<file path="src/common/flviu_pkg.sv">
// constants, carriers and register map of the four-level vectored interrupt unit
// assumes one system clock; cpu sequencer and timers sit on the same clock
//
// Overview of operation
// - timer2 overflow sets its flag unless serial clocking uses timer2; software clears
// - falling t2 pin edge with external enable sets external flag; no request in up/down
// - aux control holds enable, priority-low, type and flag for ext2 and ext3
// - ext2/ext3 edge flags clear in hardware when their service starts
// - level = {not high bit, not low bit}: 1,1 gives 0 (top), 0,0 gives 3
// - only a strictly higher level pre-empts; top level is never pre-empted
// - among pending levels the higher priority level is serviced first
// - equal levels resolved by fixed order ext0,t0,ext1,t1,serial,t2,ext2,ext3
// - flags sampled every clock, samples polled the next clock
// - call blocked by busy level, non-final cycle, reti/enable or priority write, flash programming
// - after reti or enable/priority write one more instruction runs first
// - polling repeats each final cycle; blocked requests are not remembered
// - serial flags never cleared on vectoring; ext0/ext1 cleared only if edge type
// - call pushes pc only and loads vector 0003h + 8 per source
// - reti ends the current level and resumes the interrupted program
// - plain return leaves the in-progress state untouched
// - type 0 is low-level trigger; type 1 sets flag on high then low sample
// - global enable 0 blocks all; otherwise each source gated by its enable
// - timer2 request is overflow flag or external flag; neither cleared on vectoring
// - timer0/timer1 overflow flags cleared when their routine is vectored to
package flviu_pkg;

   // ----------------------------------------------------------------
   // register byte addresses
   // ----------------------------------------------------------------
   localparam logic [7:0] ADDR_IE     = 8'h00;
   localparam logic [7:0] ADDR_IPL    = 8'h04;
   localparam logic [7:0] ADDR_IPH    = 8'h08;
   localparam logic [7:0] ADDR_TCTL   = 8'h0C;
   localparam logic [7:0] ADDR_SER    = 8'h10;
   localparam logic [7:0] ADDR_T2CTL  = 8'h14;
   localparam logic [7:0] ADDR_AUX    = 8'h18;
   localparam logic [7:0] ADDR_T2MODE = 8'h1C;
   localparam logic [7:0] ADDR_STATUS = 8'h20;

   // ----------------------------------------------------------------
   // field positions
   // ----------------------------------------------------------------
   localparam int IE_GLOBAL  = 7;
   localparam int TC_T1_FLAG = 7;
   localparam int TC_T0_FLAG = 5;
   localparam int TC_X1_FLAG = 3;
   localparam int TC_X1_TYPE = 2;
   localparam int TC_X0_FLAG = 1;
   localparam int TC_X0_TYPE = 0;
   localparam int SER_TX     = 1;
   localparam int SER_RX     = 0;
   localparam int T2_OVF     = 7;
   localparam int T2_EXT     = 6;
   localparam int T2_RXCLK   = 5;
   localparam int T2_TXCLK   = 4;
   localparam int T2_EXEN    = 3;
   localparam int AX_PL3     = 7;
   localparam int AX_EN3     = 6;
   localparam int AX_FL3     = 5;
   localparam int AX_TY3     = 4;
   localparam int AX_PL2     = 3;
   localparam int AX_EN2     = 2;
   localparam int AX_FL2     = 1;
   localparam int AX_TY2     = 0;
   localparam int T2M_UPDOWN = 0;

   // ----------------------------------------------------------------
   // reset values, vectors, bus answers
   // ----------------------------------------------------------------
   localparam logic [7:0]  REG_RESET   = 8'h00;
   localparam logic [7:0]  IE_MASK     = 8'hBF;
   localparam logic [7:0]  IPL_MASK    = 8'h3F;
   localparam logic [15:0] VEC_BASE    = 16'h0003;
   localparam logic [15:0] VEC_STEP    = 16'h0008;
   localparam logic [1:0]  RESP_OKAY   = 2'b00;
   localparam logic [1:0]  RESP_SLVERR = 2'b10;
   localparam logic [2:0]  LVL_NONE    = 3'h4;

   // ----------------------------------------------------------------
   // carriers
   // ----------------------------------------------------------------
   typedef struct packed {
      logic        awvalid;
      logic [7:0]  awaddr;
      logic        wvalid;
      logic [31:0] wdata;
      logic [3:0]  wstrb;
      logic        bready;
      logic        arvalid;
      logic [7:0]  araddr;
      logic        rready;
   } flviu_axi_req_t;

   typedef struct packed {
      logic        awready;
      logic        wready;
      logic        bvalid;
      logic [1:0]  bresp;
      logic        arready;
      logic        rvalid;
      logic [31:0] rdata;
      logic [1:0]  rresp;
   } flviu_axi_rsp_t;

   typedef struct packed {
      logic last_cycle;
      logic reti;
      logic flash_prog;
   } flviu_cpu_t;

   typedef struct packed {
      logic t0_ovf;
      logic t1_ovf;
      logic t2_ovf;
      logic rx_done;
      logic tx_done;
   } flviu_evt_t;

   typedef struct packed {
      logic        call;
      logic [15:0] vector;
      logic [1:0]  level;
      logic [2:0]  source;
   } flviu_call_t;

endpackage

</file>
<file path="src/verilog/flviu_top.sv">
// four-level vectored interrupt unit: flags, priority resolution, call request
// assumes cpu sequencer, timers and serial port run on I_MCLK; pins are asynchronous
`timescale 1ns/100ps
module flviu_top (
   input  wire logic                    I_MCLK,
   input  wire logic                    I_SRST,
   input  wire flviu_pkg::flviu_axi_req_t I_AXI,
   output flviu_pkg::flviu_axi_rsp_t    O_AXI,
   input  wire flviu_pkg::flviu_cpu_t   I_CPU,
   input  wire flviu_pkg::flviu_evt_t   I_EVT,
   input  wire logic [3:0]              I_EXT_REQUEST_PIN_N,
   input  wire logic                    I_T2_EXTERNAL_PIN,
   output flviu_pkg::flviu_call_t       O_CALL,
   output logic [3:0]                   O_IN_PROGRESS
);

   // ----------------------------------------------------------------
   // functions
   // ----------------------------------------------------------------
   function automatic logic [1:0] prio_level(input logic hi, input logic lo);
      return {~hi, ~lo};
   endfunction

   function automatic logic [15:0] vector_of(input logic [2:0] src);
      return flviu_pkg::VEC_BASE + flviu_pkg::VEC_STEP * {13'h0000, src};
   endfunction

   // ----------------------------------------------------------------
   // declarations
   // ----------------------------------------------------------------
   logic [7:0]  aw_addr;
   logic [7:0]  w_data;
   logic        w_lane0;
   logic        aw_got;
   logic        w_got;
   logic        wr_fire;
   logic [7:0]  ie_reg;
   logic [7:0]  ipl_reg;
   logic [7:0]  iph_reg;
   logic [7:0]  t2_ctl;
   logic        updown;
   logic [3:0]  ext_flag;
   logic [3:0]  ext_type;
   logic [3:0]  aux_en;
   logic [3:0]  aux_pl;
   logic        t0_flag;
   logic        t1_flag;
   logic        rx_flag;
   logic        tx_flag;
   logic [3:0]  pin_s1;
   logic [3:0]  pin_s2;
   logic [3:0]  pin_q;
   logic [3:0]  ext_fall;
   logic [2:0]  t2p_sync;
   logic        t2_fall;
   logic [7:0]  req;
   logic [7:0]  en;
   logic [7:0]  plo;
   logic [7:0]  req_sample;
   logic [7:0]  pending;
   logic [2:0]  best_lvl;
   logic [2:0]  win;
   logic [2:0]  active_lvl;
   logic [3:0]  in_prog;
   logic        hold;
   logic        prio_wr;
   logic        blocked;
   logic        call_now;
   logic [7:0]  rd_val;
   logic        rd_ok;
   logic        b_valid;
   logic [1:0]  b_resp;
   logic        r_valid;
   logic [31:0] r_data;
   logic [1:0]  r_resp;

   // ----------------------------------------------------------------
   // bus slave: write address and data taken in either order
   // ----------------------------------------------------------------
   // one driver for the whole response bundle
   assign O_AXI   = '{awready: ~aw_got, wready: ~w_got, bvalid: b_valid, bresp: b_resp,
                      arready: ~r_valid, rvalid: r_valid, rdata: r_data, rresp: r_resp};
   assign wr_fire = aw_got & w_got & ~b_valid;

   function automatic logic wr_hit(input logic [7:0] a);
      return wr_fire && w_lane0 && (aw_addr == a);
   endfunction

   always_ff @(posedge I_MCLK) begin
      if (I_SRST) begin
         aw_got  <= 1'b0;
         aw_addr <= 8'h00;
      end else if (I_AXI.awvalid && !aw_got) begin
         aw_got  <= 1'b1;
         aw_addr <= I_AXI.awaddr;
      end else if (b_valid && I_AXI.bready) begin
         aw_got  <= 1'b0;
      end
   end

   always_ff @(posedge I_MCLK) begin
      if (I_SRST) begin
         w_got   <= 1'b0;
         w_data  <= 8'h00;
         w_lane0 <= 1'b0;
      end else if (I_AXI.wvalid && !w_got) begin
         w_got   <= 1'b1;
         w_data  <= I_AXI.wdata[7:0];
         w_lane0 <= I_AXI.wstrb[0];
      end else if (b_valid && I_AXI.bready) begin
         w_got   <= 1'b0;
      end
   end

   always_comb begin
      rd_ok  = 1'b1;
      rd_val = 8'h00;
      case (I_AXI.araddr)
         flviu_pkg::ADDR_IE:     rd_val = ie_reg;
         flviu_pkg::ADDR_IPL:    rd_val = ipl_reg;
         flviu_pkg::ADDR_IPH:    rd_val = iph_reg;
         flviu_pkg::ADDR_TCTL:   rd_val = {t1_flag, 1'b0, t0_flag, 1'b0,
                                           ext_flag[1], ext_type[1], ext_flag[0], ext_type[0]};
         flviu_pkg::ADDR_SER:    rd_val = {6'h00, tx_flag, rx_flag};
         flviu_pkg::ADDR_T2CTL:  rd_val = t2_ctl;
         flviu_pkg::ADDR_AUX:    rd_val = {aux_pl[3], aux_en[3], ext_flag[3], ext_type[3],
                                           aux_pl[2], aux_en[2], ext_flag[2], ext_type[2]};
         flviu_pkg::ADDR_T2MODE: rd_val = {7'h00, updown};
         flviu_pkg::ADDR_STATUS: rd_val = {4'h0, in_prog};
         default:                rd_ok  = 1'b0;
      endcase
   end

   function automatic logic addr_mapped(input logic [7:0] a);
      return (a[1:0] == 2'b00) && (a <= flviu_pkg::ADDR_STATUS);
   endfunction

   always_ff @(posedge I_MCLK) begin
      if (I_SRST) begin
         b_valid <= 1'b0;
         b_resp  <= flviu_pkg::RESP_OKAY;
      end else if (wr_fire) begin
         b_valid <= 1'b1;
         b_resp  <= addr_mapped(aw_addr) ? flviu_pkg::RESP_OKAY
                                         : flviu_pkg::RESP_SLVERR;
      end else if (I_AXI.bready) begin
         b_valid <= 1'b0;
      end
   end

   always_ff @(posedge I_MCLK) begin
      if (I_SRST) begin
         r_valid <= 1'b0;
         r_data  <= 32'h0000_0000;
         r_resp  <= flviu_pkg::RESP_OKAY;
      end else if (I_AXI.arvalid && !r_valid) begin
         r_valid <= 1'b1;
         r_data  <= {24'h00_0000, rd_val};
         r_resp  <= rd_ok ? flviu_pkg::RESP_OKAY : flviu_pkg::RESP_SLVERR;
      end else if (I_AXI.rready) begin
         r_valid <= 1'b0;
      end
   end

   // ----------------------------------------------------------------
   // enable and priority registers
   // ----------------------------------------------------------------
   always_ff @(posedge I_MCLK) begin
      if (I_SRST) begin
         ie_reg  <= flviu_pkg::REG_RESET;
         ipl_reg <= flviu_pkg::REG_RESET;
         iph_reg <= flviu_pkg::REG_RESET;
      end else begin
         if (wr_hit(flviu_pkg::ADDR_IE))
            ie_reg <= w_data & flviu_pkg::IE_MASK;
         if (wr_hit(flviu_pkg::ADDR_IPL))
            ipl_reg <= w_data & flviu_pkg::IPL_MASK;
         if (wr_hit(flviu_pkg::ADDR_IPH))
            iph_reg <= w_data;
      end
   end

   always_ff @(posedge I_MCLK) begin
      if (I_SRST) begin
         ext_type <= 4'h0;
         aux_en   <= 4'h0;
         aux_pl   <= 4'h0;
         updown   <= 1'b0;
      end else begin
         if (wr_hit(flviu_pkg::ADDR_TCTL)) begin
            ext_type[0] <= w_data[flviu_pkg::TC_X0_TYPE];
            ext_type[1] <= w_data[flviu_pkg::TC_X1_TYPE];
         end
         if (wr_hit(flviu_pkg::ADDR_AUX)) begin
            ext_type[2] <= w_data[flviu_pkg::AX_TY2];
            ext_type[3] <= w_data[flviu_pkg::AX_TY3];
            aux_en      <= {w_data[flviu_pkg::AX_EN3], w_data[flviu_pkg::AX_EN2], 2'b00};
            aux_pl      <= {w_data[flviu_pkg::AX_PL3], w_data[flviu_pkg::AX_PL2], 2'b00};
         end
         if (wr_hit(flviu_pkg::ADDR_T2MODE))
            updown <= w_data[flviu_pkg::T2M_UPDOWN];
      end
   end

   // ----------------------------------------------------------------
   // pin synchronisers and edge detect
   // ----------------------------------------------------------------
   always_ff @(posedge I_MCLK) begin
      if (I_SRST) begin
         pin_s1   <= 4'hF;
         pin_s2   <= 4'hF;
         pin_q    <= 4'hF;
         t2p_sync <= 3'h7;
      end else begin
         pin_s1   <= I_EXT_REQUEST_PIN_N;
         pin_s2   <= pin_s1;
         pin_q    <= pin_s2;
         t2p_sync <= {t2p_sync[1:0], I_T2_EXTERNAL_PIN};
      end
   end

   assign ext_fall = pin_q & ~pin_s2;
   assign t2_fall  = t2p_sync[2] & ~t2p_sync[1];

   // ----------------------------------------------------------------
   // request flags: hardware set wins over any clear
   // ----------------------------------------------------------------
   always_ff @(posedge I_MCLK) begin
      if (I_SRST) begin
         ext_flag <= 4'h0;
      end else begin
         for (int i = 0; i < 4; i++) begin
            if (!ext_type[i])
               ext_flag[i] <= ~pin_s2[i];
            else if (ext_fall[i])
               ext_flag[i] <= 1'b1;
            else if (call_now && win == 3'(i == 0 ? 0 : i == 1 ? 2 : i + 4))
               ext_flag[i] <= 1'b0;
            else if (i < 2 && wr_hit(flviu_pkg::ADDR_TCTL))
               ext_flag[i] <= w_data[i == 0 ? flviu_pkg::TC_X0_FLAG : flviu_pkg::TC_X1_FLAG];
            else if (i >= 2 && wr_hit(flviu_pkg::ADDR_AUX))
               ext_flag[i] <= w_data[i == 2 ? flviu_pkg::AX_FL2 : flviu_pkg::AX_FL3];
         end
      end
   end

   always_ff @(posedge I_MCLK) begin
      if (I_SRST) begin
         t0_flag <= 1'b0;
         t1_flag <= 1'b0;
      end else begin
         if (I_EVT.t0_ovf)
            t0_flag <= 1'b1;
         else if (call_now && win == 3'd1)
            t0_flag <= 1'b0;
         else if (wr_hit(flviu_pkg::ADDR_TCTL))
            t0_flag <= w_data[flviu_pkg::TC_T0_FLAG];
         if (I_EVT.t1_ovf)
            t1_flag <= 1'b1;
         else if (call_now && win == 3'd3)
            t1_flag <= 1'b0;
         else if (wr_hit(flviu_pkg::ADDR_TCTL))
            t1_flag <= w_data[flviu_pkg::TC_T1_FLAG];
      end
   end

   // serial flags only software clears
   always_ff @(posedge I_MCLK) begin
      if (I_SRST) begin
         rx_flag <= 1'b0;
         tx_flag <= 1'b0;
      end else begin
         rx_flag <= I_EVT.rx_done | (wr_hit(flviu_pkg::ADDR_SER) ?
                                     w_data[flviu_pkg::SER_RX] : rx_flag);
         tx_flag <= I_EVT.tx_done | (wr_hit(flviu_pkg::ADDR_SER) ?
                                     w_data[flviu_pkg::SER_TX] : tx_flag);
      end
   end

   always_ff @(posedge I_MCLK) begin
      if (I_SRST) begin
         t2_ctl <= flviu_pkg::REG_RESET;
      end else begin
         if (wr_hit(flviu_pkg::ADDR_T2CTL))
            t2_ctl <= w_data;
         if (I_EVT.t2_ovf && !t2_ctl[flviu_pkg::T2_RXCLK] && !t2_ctl[flviu_pkg::T2_TXCLK])
            t2_ctl[flviu_pkg::T2_OVF] <= 1'b1;
         if (t2_fall && t2_ctl[flviu_pkg::T2_EXEN])
            t2_ctl[flviu_pkg::T2_EXT] <= 1'b1;
      end
   end

   // ----------------------------------------------------------------
   // sampling, polling and resolution
   // ----------------------------------------------------------------
   assign req = {ext_flag[3], ext_flag[2],
                 t2_ctl[flviu_pkg::T2_OVF] | (t2_ctl[flviu_pkg::T2_EXT] & ~updown),
                 rx_flag | tx_flag, t1_flag, ext_flag[1], t0_flag, ext_flag[0]};
   assign en  = {aux_en[3], aux_en[2], ie_reg[5:0]};
   assign plo = {aux_pl[3], aux_pl[2], ipl_reg[5:0]};

   always_ff @(posedge I_MCLK) begin
      if (I_SRST)
         req_sample <= 8'h00;
      else
         req_sample <= req & en;
   end

   assign pending = req_sample & {8{ie_reg[flviu_pkg::IE_GLOBAL]}};

   always_comb begin
      best_lvl = flviu_pkg::LVL_NONE;
      win      = 3'd0;
      for (int s = 0; s < 8; s++) begin
         // strict compare keeps the earliest source among equals
         if (pending[s] && {1'b0, prio_level(iph_reg[s], plo[s])} < best_lvl) begin
            best_lvl = {1'b0, prio_level(iph_reg[s], plo[s])};
            win      = 3'(s);
         end
      end
   end

   always_comb begin
      active_lvl = flviu_pkg::LVL_NONE;
      for (int l = 3; l >= 0; l--) begin
         if (in_prog[l])
            active_lvl = 3'(l);
      end
   end

   assign prio_wr = wr_hit(flviu_pkg::ADDR_IE) | wr_hit(flviu_pkg::ADDR_IPL) |
                    wr_hit(flviu_pkg::ADDR_IPH) | wr_hit(flviu_pkg::ADDR_AUX);

   // a blocked request leaves no trace; next final cycle polls afresh
   assign blocked  = (best_lvl >= active_lvl) | ~I_CPU.last_cycle | hold |
                     I_CPU.reti | prio_wr | I_CPU.flash_prog;
   assign call_now = (best_lvl != flviu_pkg::LVL_NONE) & ~blocked;

   // hold spans the rest of a reti or enable/priority-writing instruction
   always_ff @(posedge I_MCLK) begin
      if (I_SRST)
         hold <= 1'b0;
      else if (I_CPU.last_cycle)
         hold <= 1'b0;
      else if (I_CPU.reti || prio_wr)
         hold <= 1'b1;
   end

   // only reti clears in-progress state; a plain return is invisible here
   always_ff @(posedge I_MCLK) begin
      if (I_SRST)
         in_prog <= 4'h0;
      else if (call_now)
         in_prog[best_lvl[1:0]] <= 1'b1;
      else if (I_CPU.reti && I_CPU.last_cycle && active_lvl != flviu_pkg::LVL_NONE)
         in_prog[active_lvl[1:0]] <= 1'b0;
   end

   assign O_IN_PROGRESS = in_prog;

   always_ff @(posedge I_MCLK) begin
      if (I_SRST) begin
         O_CALL <= '0;
      end else begin
         O_CALL.call <= call_now;
         if (call_now) begin
            O_CALL.vector <= vector_of(win);
            O_CALL.level  <= best_lvl[1:0];
            O_CALL.source <= win;
         end
      end
   end
endmodule
</file>
<file path="config.mk">
export PLATFORM = sky130hd
export DESIGN_NAME = flviu_top
export DESIGN_NICKNAME = d
export VERILOG_FILES = /design/src/common/flviu_pkg.sv /design/src/verilog/flviu_top.sv
export SDC_FILE = /design/constraint.sdc
export NUM_CORES = 1
export LEC_CHECK = 0
export BUFFER_PORTS_ARGS = -buffer_cell sky130_fd_sc_hd__clkbuf_2
export CAP_MARGIN = 20
export CORE_UTILIZATION = 45
export DETAILED_ROUTE_END_ITERATION = 10
export GPL_TIMING_DRIVEN = 0
export PLACE_DENSITY_LB_ADDON = 0.05
export SYNTH_ARGS = -nofsm -noshare
export SYNTH_HDL_FRONTEND = slang
export SYNTH_SLANG_ARGS = --single-unit
</file>
<file path="constraint.sdc">
create_clock -name I_MCLK -period 10.7 [get_ports I_MCLK]
set_input_delay 1.07 -clock I_MCLK [delete_from_list [all_inputs] [get_ports I_MCLK]]
set_output_delay 1.07 -clock I_MCLK [all_outputs]
set_load 0.02 [all_outputs]
</file>
## Word-level counts from Yosys, hierarchy flattened

Index checks and enable logic that the tools add are counted.

| storage, ports and cells | value |
|---|---|
| flip-flop bits (word level) | 129 |
| logic and storage cells | 250 |
| input bits | 72 |
| output and inout bits | 67 |

| cells by class | value |
|---|---|
| magnitude comparators | 13 |
| $add $sub $neg | 1 |
| bitwise logic cells | 52 |
| muxes and demuxes | 63 |
| equality and inequality tests | 26 |
| reduce and logical (&&, ||, !) cells | 55 |

Operators with widths:

| operator | number |
|---|---|
| $pmux W8 S9 | 1 |
| $eq A8 B5 Y1 const B | 8 |
| $mux W3 | 18 |
| $mux W1 | 37 |
| $logic_and A1 B1 Y1 | 34 |
| $eq A8 B4 Y1 const B | 4 |
| $not A1 Y1 | 28 |
| $lt A2 B3 Y1 | 7 |
| $and A8 B8 Y8 | 2 |
| $eq A8 B3 Y1 const B | 2 |
| $logic_not A8 Y1 | 2 |
| $ne A4 B1 Y1 const B | 4 |
| $reduce_bool A2 Y1 | 7 |
| $or A1 B1 Y1 | 12 |
| $reduce_or A9 Y1 | 1 |
| $and A4 B4 Y4 | 2 |
| $eq A8 B6 Y1 const B | 1 |
| $le A8 B6 Y1 const B | 1 |
| $mux W4 | 2 |
| $mux W8 | 1 |
| $not A4 Y4 | 2 |
| $add A2 B6 Y7 const A | 1 |
| $eq A3 B2 Y1 const B | 2 |
| $eq A3 B3 Y1 const B | 2 |
| other kinds (15) | 29 |

## Depth between registers and ports, before layout

Gate-level depths: netlist of run 1.

| depth | value |
|---|---|
| word-level depth | 35 |
| depth in mapped cells | 52 |
| gate-level depth less buffers | 51 |

## Worst setup path before layout of run 1

No wires, ideal clock.

| path | value |
|---|---|
| path type | flip-flop to flip-flop |
| start point | register ie_reg[7] |
| end point | register ext_flag[1] |
| data required time | 10585 ps |
| setup time | 115 ps |
| path buffers | 2 |
| cell stages (with the launch flop) | 51 |
| period minus slack after synthesis | 8996 ps |
| data arrival time | 8882 ps |
| path slack | 1704 ps |
| path through | dfxtp_1 -> buf_2 -> buf_2 -> nand3_1 -> ha_1 -> a21o_1 -> a21o_1 -> o21a_1 -> ha_1 -> o22ai_1 -> and3_1 -> a21oi_1 -> o211ai_1 -> nand2_1 -> ha_1 -> o31ai_1 -> nand2_1 -> a221o_1 -> [... 15 more ...] -> nor2_1 -> o21bai_1 -> nand2b_2 -> o31ai_2 -> ha_1 -> o22ai_1 -> nand3_1 -> a21boi_1 -> o21ai_2 -> mux2_2 -> inv_2 -> ha_1 -> a21oi_1 -> o21ai_0 -> nor3_1 -> and4bb_1 -> a31oi_1 -> o21a_1 |

| on the way | value |
|---|---|
| word-level cells in the longest chain between the ends | 35 |
| elaborated cells between the ends (all ways) | 45 |
| classes of those cells | order compare (8); eq/ne (3); mux (18); bitwise (8); reduce/logical (8) |

Ends and longest elaborated chain:

| what | line | source |
|---|---|---|
| from (decl) | flviu_top.sv:37 | `logic [7:0] ie_reg;` |
| from (signal assigned) | flviu_top.sv:170 | `ie_reg <= flviu_pkg::REG_RESET;` |
| from (signal assigned) | flviu_top.sv:175 | `ie_reg <= w_data & flviu_pkg::IE_MASK;` |
| $and A8 B8 Y8 (*) | flviu_top.sv:309 | `assign pending = req_sample & {8{ie_reg[flviu_pkg::IE_GLOBAL]}};` |
| $mux W3 | flviu_top.sv:316 | `if (pending[s] && {1'b0, prio_level(iph_reg[s], plo[s])} < best_lvl) begin` |
| $lt A2 B3 Y1 | flviu_top.sv:316 |  |
| $logic_and A1 B1 Y1 | flviu_top.sv:316 |  |
| $mux W3 | flviu_top.sv:316 |  |
| $lt A2 B3 Y1 | flviu_top.sv:316 |  |
| $logic_and A1 B1 Y1 | flviu_top.sv:316 |  |
| $mux W3 | flviu_top.sv:316 |  |
| [... 15 more ...] | n/a |  |
| named net best_lvl[1] | flviu_top.sv:61 | `logic [2:0] best_lvl;` |
| [... 1 more ...] | n/a |  |
| $or A1 B1 Y1 (3 in a row) | flviu_top.sv:335 | `assign blocked = (best_lvl >= active_lvl) \| ~I_CPU.last_cycle \| hold \|` |
| $or A1 B1 Y1 (2 in a row) | flviu_top.sv:336 | `I_CPU.reti \| prio_wr \| I_CPU.flash_prog;` |
| $not A1 Y1 | flviu_top.sv:337 | `assign call_now = (best_lvl != flviu_pkg::LVL_NONE) & ~blocked;` |
| $and A1 B1 Y1 (*) | flviu_top.sv:337 |  |
| $logic_and A1 B1 Y1 (*) | flviu_top.sv:237 | `else if (call_now && win == 3'(i == 0 ? 0 : i == 1 ? 2 : i + 4))` |
| $mux W1 | flviu_top.sv:237 |  |
| $mux W1 | flviu_top.sv:235 | `else if (ext_fall[i])` |
| $mux W1 | flviu_top.sv:233 | `if (!ext_type[i])` |
| to (signal, indexed assignment) | flviu_top.sv:234 | `ext_flag[i] <= ~pin_s2[i];` |
| to (signal, indexed assignment) | flviu_top.sv:240 | `ext_flag[i] <= w_data[i == 0 ? flviu_pkg::TC_X0_FLAG : flviu_pkg::TC_X1_FLAG];` |
| to (signal, indexed assignment) | flviu_top.sv:242 | `ext_flag[i] <= w_data[i == 2 ? flviu_pkg::AX_FL2 : flviu_pkg::AX_FL3];` |
| to (decl) | flviu_top.sv:42 | `logic [3:0] ext_flag;` |

Mark *: on every way through the listed nets, which the timed path passes. The rest lies on a longest branch.
A chain may end at the register's enable or synchronous reset.

## Worst setup path after layout of run 1

Same ends and word-level chain as after synthesis.

==> summary.md, run 1 <==
| Metric | Value |
|---|---|
| Most common cell after layout, fill and taps aside | `dfxtp_1` |
| Register area share after synthesis | `0.399` |
| Hold Path Stages | `1` |
| Max-cap violations | `0` |
| Initial DRC Count | `537` |
| Req. time, crit path | `10.94 ns` |
| Final setup skew | `0.00917 ns` |
| Largest net degree at the start of global routing | `19` |
| Pre-Repair DR Iteration Count | `6` |
| Layout cells sized above 1 | `0.219` |
| DR vias | `5228` |
| Top FF cell, synth | `dfxtp_1` |
| CTS clock-pin slew for the worst setup and hold paths | `0.07 ns` |
| Root buffer cell | `clkbuf_16` |
| Ports | `139` |
| Post-cts hold buffer count | `0` |
| Hold crit path type | `reg -> reg` |
| Grt total ovfl | `0` |
| Number of buffers created by CTS | `9` |
| Yosys cell types | `66` |
| Final hold viol count | `0` |
| GRT Total Usage | `0.255` |
| Worst rel slew slack | `0.406` |
| DRC | `0` |
| FF-to-FF End | `ext_flag[1]` |
| Setup violators final | `0` |
| Cell Rows | `40` |
| Largest cells by area after synthesis | `dfxtp_1 40%, mux2i_1 6.4%, buf_4 5.7%` |
| Syn Area/Cell | `8.28 um^2` |
| Filler cells | `1226` |
| Crit-path max FO | `10` |
| Cells after DPL | `955` |
| Cells after synthesis | `679` |
| Tightest Pin Transition | `0.886 ns` |
| Final GP Congestion | `0.904` |
| Period utilization | `0.938` |
| Crit. End Element | `flop` |
| Initial core utilization | `0.464` |
| I/O Buffers | `72` |
| Cell Count, Final, Fillers Out | `975` |
| Wire per inst | `16.5 um` |
| Slowest CP cell | `mux2_2` |
| Initial antenna violation count | `0` |
| Sink Count | `112` |
| Cell taking the most area after synthesis | `dfxtp_1` |
| Startpoint Class | `flop` |
| Setup TNS | `0 ns` |
| Syn. warnings | `0` |
| Critical Path AT | `10.27 ns` |
| CTS tree | `yes` |
| VDD IR max | `0.0888 mV` |
| Vias per Instance | `5.36` |
| Max Transition Viols Final | `0` |
| Hold wc startpoint | `pin_s1[2]` |
| Startpoint of the worst register-to-register path | `ie_reg[7]` |
| Post-DP HPWL | `12300 um` |
| Reg2reg path depth | `52` |
| Status | `finished clean` |
| Die Area | `13000 um^2` |
| WS Path Type | `reg -> reg` |
| Worst hold endpoint | `pin_s2[2]` |
| CTS H-tree lvls | `3` |
| EDFF count, synth | `0` |
| Cell Area, Synth | `5630 um^2` |
| Synth top area share | `0.399` |
| Fmax | `0.0997 GHz` |
| Final hold slack | `0.411 ns` |
| Antenna Diode Count | `0` |
| Core footprint | `12100 um^2` |
| Routed wire length | `16100 um` |
| Clock tree buffer depth | `2` |
| Synth Register Bits | `112` |
| Largest stage delay on the critical path | `0.43 ns` |
| Cell mode on critical path | `ha_1` |
| Ys async rst share | `0` |
| Most frequent cells in the layout | `112 x dfxtp_1, 83 x nand2_1, 76 x nor2_1, 72 x clkbuf_2, 54 x a21oi_1` |
| Register Area | `2240 um^2` |
| Vias in the first global route | `4797` |
| Fin crit period | `10.03 ns` |
| Detail Route Antenna Nets | `0` |
| Multi-input gate area | `3050 um^2` |
| R2R setup slack | `0.67 ns` |
| First-pass GRT wire length | `25100 um` |
| # nets final | `884` |
| Die X | `114 um` |
| Leak Pwr | `2.95 nW` |
| Area grow syn2layout | `19.2%` |
| Die boundary height | `114 um` |
| Clk Latency, worst-skew pair | `0.35 ns` |
| Pwr dens | `124 nW/um^2` |
==> report_power, final <==
part / internal, W / switching [W]
logic: 0.0000283 / 0.0000446
registers: 0.000426 / 0.0000102
clock network: 0.000165 / 0.000155
==> logic make-up (layout without fill, tap and decap cells) <==
family | count (synthesis) | in the layout | share of synthesized area
AND/OR/NAND/NOR | 274 | 274 | 0.234
AO/OA/AOI/OAI | 152 | 152 | 0.182
flip-flops | 112 | 112 | 0.399
buffers and inverters | 91 | 183 | 0.0925
multiplexers | 39 | 39 | 0.0701
adder cells (fa/ha/maj) | 10 | 10 | 0.0222
other | 1 | 37 | 0.000667
==> critical path: cells and delay by family (launching register included) <==
| family | cells | cell delay [ns] |
|---|---|---|
| multiplexers | 1 | 0.43 |
| adder cells (fa/ha/maj) | 8 | 2.18 |
| buffers and inverters | 5 | 0.79 |
| AO/OA/AOI/OAI | 25 | 4.34 |
| AND/OR/NAND/NOR | 13 | 1.82 |
| flip-flops | 1 | 0.36 |
==> synth_stat cells, types with 3 or more instances <==
cell and n:
nand3_1 17, o21bai_1 3, or2_2 15, dfxtp_1 112
o211ai_1 3, buf_4 43, nor3b_1 4, a21oi_1 55
a31oi_1 8, mux2i_1 36, nand2b_1 13, mux2_2 3
o21ai_1 6, clkbuf_1 17, a21o_1 3, nor2_1 77
o22ai_1 7, a22oi_1 20, nor2b_1 7, nand2_1 83
o21a_1 4, or3_1 4, and3_1 12, a22o_1 4
o21ai_0 9, o31ai_2 3, ha_1 10, nand4_1 6
nor3_1 16, inv_1 24, nand3b_1 7, and2_1 3
==> layer usage <==
metal	track usage	vias to the layer above	routed length [um]
met5	0	-	0
met4	0.106	0	431
met3	0.0244	33	1110
met2	0.410	209	7420
met1	0.351	2425	7090
li1	-	2561	-
==> worst max-delay path by stage <==
stage | depth (start not counted) | startpoint | slack (ns) | end
3_3_place_gp | 50 | ie_reg[7] | -0.13 | ext_flag[1]
5_1_grt | 53 | ie_reg[7] | -0.03 | ext_flag[1]
6_report | 52 | ie_reg[7] | 0.67 | ext_flag[1]
4_1_cts | 50 | ie_reg[7] | 0.02 | ext_flag[1]
3_5_place_dp | 50 | ie_reg[7] | -0.44 | ext_flag[1]
2_1_floorplan | 50 | ie_reg[7] | 1.70 | ext_flag[1]
==> through the flow <==
step | power (W) | worst slack, ns | area (um^2) | util
3_5_place_dp | 0.000518 | -0.443 | 6330 | 0.523
6_report | 0.000829 | 0.668 | 6700 | 0.554
5_1_grt | 0.000860 | -0.0276 | 6700 | 0.554
3_3_place_gp | 0.000517 | -0.128 | 6330 | 0.523
4_1_cts | 0.000832 | 0.0213 | 6630 | 0.547
2_1_floorplan | 0.000494 | 1.70 | 5760 | -
==> timing repair <==
item	4_1_cts	5_1_grt
pin swaps	0	2
buffers inserted	0	4
endpoints found under the hold margin	0	0
resized for setup	3	10
endpoints found under the setup margin	7	17
==> final cells by class <==
cell class	instances	share of cell area
multi-input combinational	512	0.456
sequential	112	0.334
buffer	66	0.0640
timing repair buffer	76	0.0582
clock buffer	10	0.0356
tap	168	0.0314
inverter	25	0.0140
clock inverter	6	0.00672
Power figures use the tool's default switching activity.
==> inputs of run 2 (changes only) <==
--- a/config.mk
+++ b/config.mk
@@ -7,6 +7,7 @@
 export LEC_CHECK = 0
 export BUFFER_PORTS_ARGS = -buffer_cell sky130_fd_sc_hd__clkbuf_2
 export CAP_MARGIN = 20
+export CORE_ASPECT_RATIO = 0.9
 export CORE_UTILIZATION = 45
 export DETAILED_ROUTE_END_ITERATION = 10
 export GPL_TIMING_DRIVEN = 0
==> run 2 against run 1 <==
  * Die area about the same
  * Utilization fell by 0.098 points
  * Total power is 3.8% higher
  * Fmax up 0.84%
  * Final cell count down 1.0%
  * First-iteration DRC count shrank 45%
  * Sequential share of layout area about the same
  * Via count is 1.9% lower
  * Routed wire length rose by 3.1%
  * Clock power increased by 9.7%
  * Global-route usage increased by 0.83 points
  * Hold slack lost 0.00097 ns
  * Critical path type unchanged
==> summary.md, run 2 (same netlist as run 1, synthesis figures left out) <==
| Metric | Value |
|---|---|
| Routed wire length | `16600 um` |
| Final hold viol count | `0` |
| I/O Buffers | `72` |
| Most frequent cells in the layout | `112 x dfxtp_1, 83 x nand2_1, 77 x nor2_1, 72 x clkbuf_2, 54 x a21oi_1` |
| Clock tree buffer depth | `2` |
| Clk Latency, worst-skew pair | `0.35 ns` |
| Hold crit path type | `reg -> reg` |
| Fin crit period | `9.95 ns` |
| Initial antenna violation count | `0` |
| Crit path launch | `ie_reg[7]` |
| DRC | `0` |
| Initial core utilization | `0.464` |
| Ports | `139` |
| Root buffer cell | `clkbuf_16` |
| Startpoint Class | `flop` |
| R2R setup slack | `0.75 ns` |
| Antenna Diode Count | `0` |
| Critical Path AT | `10.20 ns` |
| VDD IR max | `0.130 mV` |
| Final GP Congestion | `0.887` |
| Startpoint of the worst register-to-register path | `ie_reg[7]` |
| Layout cells sized above 1 | `0.216` |
| Grt total ovfl | `0` |
| Vias in the first global route | `4752` |
| Period utilization | `0.930` |
| GRT Total Usage | `0.263` |
| DR vias | `5129` |
| FF-to-FF End | `ext_flag[1]` |
| Setup TNS | `0 ns` |
| Die Area | `13000 um^2` |
| # nets final | `882` |
| Sink Count | `112` |
| Status | `finished clean` |
| Max-cap violations | `0` |
| Pre-Repair DR Iteration Count | `4` |
| CTS H-tree lvls | `3` |
| Number of buffers created by CTS | `9` |
| CTS tree | `yes` |
| Crit-path max FO | `10` |
| WS Path Type | `reg -> reg` |
| Vias per Instance | `5.32` |
| Total power draw | `0.000861 W` |
| Post-DP HPWL | `12800 um` |
| Worst rel slew slack | `0.401` |
| Largest net degree at the start of global routing | `21` |
| Slowest CP cell | `mux2_2` |
| First-pass GRT wire length | `25700 um` |
| Reg2reg path depth | `50` |
| Fmax | `0.101 GHz` |
| Critical Path Sink | `ext_flag[1]` |
| Cell Rows | `38` |
| Die boundary height | `108 um` |
| Die X | `120 um` |
| Core footprint | `12100 um^2` |
| Req. time, crit path | `10.95 ns` |
| Initial DRC Count | `296` |
| Leak Pwr | `2.95 nW` |
| Filler cells | `1202` |
| Final setup skew | `0.00963 ns` |
| Pwr dens | `128 nW/um^2` |
| CTS clock-pin slew for the worst setup and hold paths | `0.08 ns` |
| Max Transition Viols Final | `0` |
| Detail Route Antenna Nets | `0` |
| Crit. End Element | `flop` |
| Cell mode on critical path | `ha_1` |
| Wire per inst | `17.2 um` |
| Tightest Pin Transition | `0.891 ns` |
| Setup violators final | `0` |
| Area grow syn2layout | `19.1%` |
| Largest stage delay on the critical path | `0.44 ns` |
| Most common cell after layout, fill and taps aside | `dfxtp_1` |
## run 2: metrics by stage
stage                     hold WS [ns]  setup slack (ns)  cell area [um^2]   util  std cells
after floorplan                  0.389              1.70              5760      -        715
after global placement           0.393            -0.112              6320  0.521        947
after detailed placement         0.397            -0.275              6320  0.521        947
after CTS                        0.415             0.146              6650  0.548        964
after global routing             0.430           -0.0161              6700  0.553        965
final                            0.410             0.752              6700  0.553        965
## run 2: cell type report
class	count	area [um^2]	area share
multi-input combinational	512	3050	0.455
sequential	112	2240	0.335
buffer	66	429	0.0641
timing repair buffer	74	375	0.0560
clock buffer	9	225	0.0336
tap	160	200	0.0299
inverter	25	93.8	0.0140
clock inverter	7	86.3	0.0129
## run 2: where the power goes
group | switching [W] | total, W | internal (W)
clock network | 0.000164 | 0.000351 | 0.000187
logic | 0.0000452 | 0.0000736 | 0.0000283
registers | 0.0000101 | 0.000436 | 0.000426
total | 0.000219 | 0.000861 | 0.000641
## run 2: worst min-delay path by stage
stage | from | to | slack, ns | depth (start not counted)
finish | pin_s1[1] | pin_s2[1] | 0.41 | 1
global route | pin_s1[0] | pin_s2[0] | 0.43 | 1
CTS | pin_s1[1] | pin_s2[1] | 0.42 | 1
detailed placement | pin_s1[1] | pin_s2[1] | 0.40 | 1
global placement | pin_s1[3] | pin_s2[3] | 0.39 | 1
floorplan | pin_s1[0] | pin_s2[0] | 0.39 | 1
## run 2: what timing repair did
action,CTS,global route
pin swaps,1,2
endpoints found under the setup margin,6,17
resized for setup,1,9
setup buffers,1,1
hold buffers,0,0
## run 2: worst max-delay path, delay by kind of cell (launching register included)
kind                     cells  cell delay (ns)
AND/OR/NAND/NOR             14             2.30
buffers and inverters        3             0.58
multiplexers                 1             0.44
adder cells (fa/ha/maj)      8             2.15
flip-flops                   1             0.37
AO/OA/AOI/OAI               24             3.95
## run 2: per-layer routing
metal	up-vias	global-route usage	wire length, um
li1	2553	-	-
met1	2393	0.364	7810
met2	162	0.424	7470
met3	21	0.0348	924
met4	0	0.0866	346
met5	-	0	0
==> inputs of run 3 (changes only) <==
--- a/config.mk
+++ b/config.mk
@@ -5,11 +5,11 @@
 export SDC_FILE = /design/constraint.sdc
 export NUM_CORES = 1
 export LEC_CHECK = 0
-export BUFFER_PORTS_ARGS = -buffer_cell sky130_fd_sc_hd__clkbuf_2
 export CAP_MARGIN = 20
 export CORE_ASPECT_RATIO = 0.9
 export CORE_UTILIZATION = 45
 export DETAILED_ROUTE_END_ITERATION = 10
+export DONT_BUFFER_PORTS = 1
 export GPL_TIMING_DRIVEN = 0
 export PLACE_DENSITY_LB_ADDON = 0.05
 export SYNTH_ARGS = -nofsm -noshare
==> run 3 against run 2 <==
  * Flip-flop and latch count stayed put
  * Clock power is 7.4% higher
  * Clock skew is 0.0016 ns lower
  * Sequential share of layout area is 1.7 points higher
  * Register-to-register slack worse by 0.18 ns
  * Critical path depth is 1 higher
  * Non-clock buffer count is 70 lower
  * Sequential power hardly changed
  * Critical path type unchanged
  * Critical endpoint unchanged
  * Largest cell class unchanged
  * Highest routed layer unchanged
==> summary.md, run 3 (same netlist as run 1, synthesis figures left out) <==
| Metric | Value |
|---|---|
| Reg2reg path depth | `51` |
| Number of buffers created by CTS | `9` |
| VDD IR max | `0.0987 mV` |
| Initial antenna violation count | `0` |
| CTS tree | `yes` |
| Routed wire length | `16700 um` |
| Wire per inst | `18.6 um` |
| Leak Pwr | `2.67 nW` |
| Req. time, crit path | `10.95 ns` |
| Vias in the first global route | `4508` |
| Total power draw | `0.000877 W` |
| Max-cap violations | `0` |
| Critical Path Sink | `ext_flag[1]` |
| Max Transition Viols Final | `0` |
| Initial core utilization | `0.464` |
| Die boundary height | `108 um` |
| Cells after DPL | `875` |
| Tightest Pin Transition | `0.926 ns` |
| Cell Rows | `38` |
| Slowest CP cell | `mux2_2` |
| Detail Route Antenna Nets | `0` |
| Die Area | `13000 um^2` |
| Final setup skew | `0.00803 ns` |
| Sink Count | `112` |
| Critical Path AT | `10.38 ns` |
| Fin area | `6380 um^2` |
| Core footprint | `12100 um^2` |
| Vias per Instance | `5.55` |
| Period utilization | `0.947` |
| Final hold viol count | `0` |
| DR vias | `4968` |
| Most frequent cells in the layout | `112 x dfxtp_1, 83 x nand2_1, 75 x nor2_1, 54 x a21oi_1, 48 x buf_4` |
| Hold crit path type | `reg -> reg` |
| Crit. End Element | `flop` |
| Crit path launch | `ie_reg[7]` |
| Pre-Repair DR Iteration Count | `6` |
| Status | `finished clean` |
| WS Path Type | `reg -> reg` |
| Largest stage delay on the critical path | `0.44 ns` |
| Final GP Congestion | `0.894` |
| Post-layout util | `0.526` |
| Most common cell after layout, fill and taps aside | `dfxtp_1` |
| Cell Count, Final, Fillers Out | `895` |
| Antenna Diode Count | `0` |
| Setup violators final | `0` |
| Crit-path max FO | `10` |
| Layout cells sized above 1 | `0.143` |
| Post-cts hold buffer count | `0` |
| First-pass GRT wire length | `24900 um` |
| Pwr dens | `137 nW/um^2` |
| # nets final | `812` |
| Largest net degree at the start of global routing | `21` |
| Clock tree buffer depth | `2` |
| Cell mode on critical path | `ha_1` |
| Startpoint of the worst register-to-register path | `ie_reg[7]` |
| Grt total ovfl | `0` |
| Startpoint Class | `flop` |
| FF-to-FF End | `ext_flag[1]` |
| I/O Buffers | `0` |
| Root buffer cell | `clkbuf_16` |
| PnR worst setup slack | `0.571 ns` |
| Clk Latency, worst-skew pair | `0.35 ns` |
| R2R setup slack | `0.57 ns` |
| Area grow syn2layout | `13.4%` |
| Fmax | `0.0987 GHz` |
| Fin crit period | `10.13 ns` |
| CTS clock-pin slew for the worst setup and hold paths | `0.08 ns` |
| DP Worst Slack | `-0.183 ns` |
| DRC | `0` |
| GRT Total Usage | `0.257` |
| Ports | `139` |
| Die X | `120 um` |
| Filler cells | `1191` |
| Post-DP HPWL | `12600 um` |
| Post-DP Area | `5960 um^2` |
| Initial DRC Count | `373` |
| CTS H-tree lvls | `3` |
| Worst rel slew slack | `0.378` |
[run 3: changes by cell type in the layout (fill, tap and decap cells not counted), moves of 2 or more]
cell | before | now
clkbuf_2 | 72 | 0
buf_4 | 45 | 48
inv_6 | 1 | 4
clkinv_4 | 2 | 0
nor2_1 | 77 | 75
nor2_2 | 0 | 2
[run 3: per-layer routing]
metal | up-vias | track usage | wire length [um]
met5 | - | 0 | 0
met4 | 0 | 0.0795 | 425
met3 | 30 | 0.0364 | 1000
met2 | 204 | 0.429 | 7750
met1 | 2323 | 0.343 | 7480
li1 | 2411 | - | -
[run 3: timing repair]
action                                  in CTS  in global routing
setup buffers                                0                  4
endpoints found under the setup margin       2                 17
pin swaps                                    0                  2
resized for setup                            1                 12
[run 3: critical path, delay by kind of cell (launching register included)]
| kind | cells | cell delay [ns] |
|---|---|---|
| AO/OA/AOI/OAI | 24 | 4.03 |
| AND/OR/NAND/NOR | 15 | 2.43 |
| adder cells (fa/ha/maj) | 8 | 2.22 |
| buffers and inverters | 3 | 0.54 |
| multiplexers | 1 | 0.44 |
| flip-flops | 1 | 0.37 |
[run 3: worst min-delay path by stage]
| stage | start | to | slack (ns) | cells past startpoint |
|---|---|---|---|---|
| 4_1_cts | pin_s1[3] | pin_s2[3] | 0.41 | 1 |
| 5_1_grt | pin_s1[3] | pin_s2[3] | 0.42 | 1 |
| 2_1_floorplan | pin_s1[0] | pin_s2[0] | 0.39 | 1 |
| 3_3_place_gp | pin_s1[3] | pin_s2[3] | 0.39 | 1 |
| 6_report | pin_s1[3] | pin_s2[3] | 0.41 | 1 |
| 3_5_place_dp | pin_s1[3] | pin_s2[3] | 0.40 | 1 |
[run 3: where the power goes]
part / leakage, nW / internal (W) / switching [W]
clock network: 0.163 / 0.000211 / 0.000166
registers: 0.911 / 0.000426 / 0.0000112
logic: 1.59 / 0.0000219 / 0.0000409
total: 2.67 / 0.000659 / 0.000218
[run 3: final cells by class]
| class | instances | area [um^2] | area share |
|---|---|---|---|
| buffer | 66 | 429 | 0.0673 |
| clock buffer | 9 | 225 | 0.0353 |
| clock inverter | 7 | 106 | 0.0167 |
| inverter | 25 | 93.8 | 0.0147 |
| multi-input combinational | 512 | 3050 | 0.478 |
| sequential | 112 | 2240 | 0.352 |
| tap | 160 | 200 | 0.0314 |
| timing repair buffer | 4 | 30.0 | 0.00471 |
[run 3: metrics by stage]
| stage | setup TNS [ns] | hold WS, ns |
|---|---|---|
| after floorplan | 0 | 0.389 |
| after global placement | -0.0724 | 0.393 |
| after detailed placement | -0.295 | 0.395 |
| after CTS | 0 | 0.413 |
| after global routing | -0.114 | 0.423 |
| final | 0 | 0.413 |
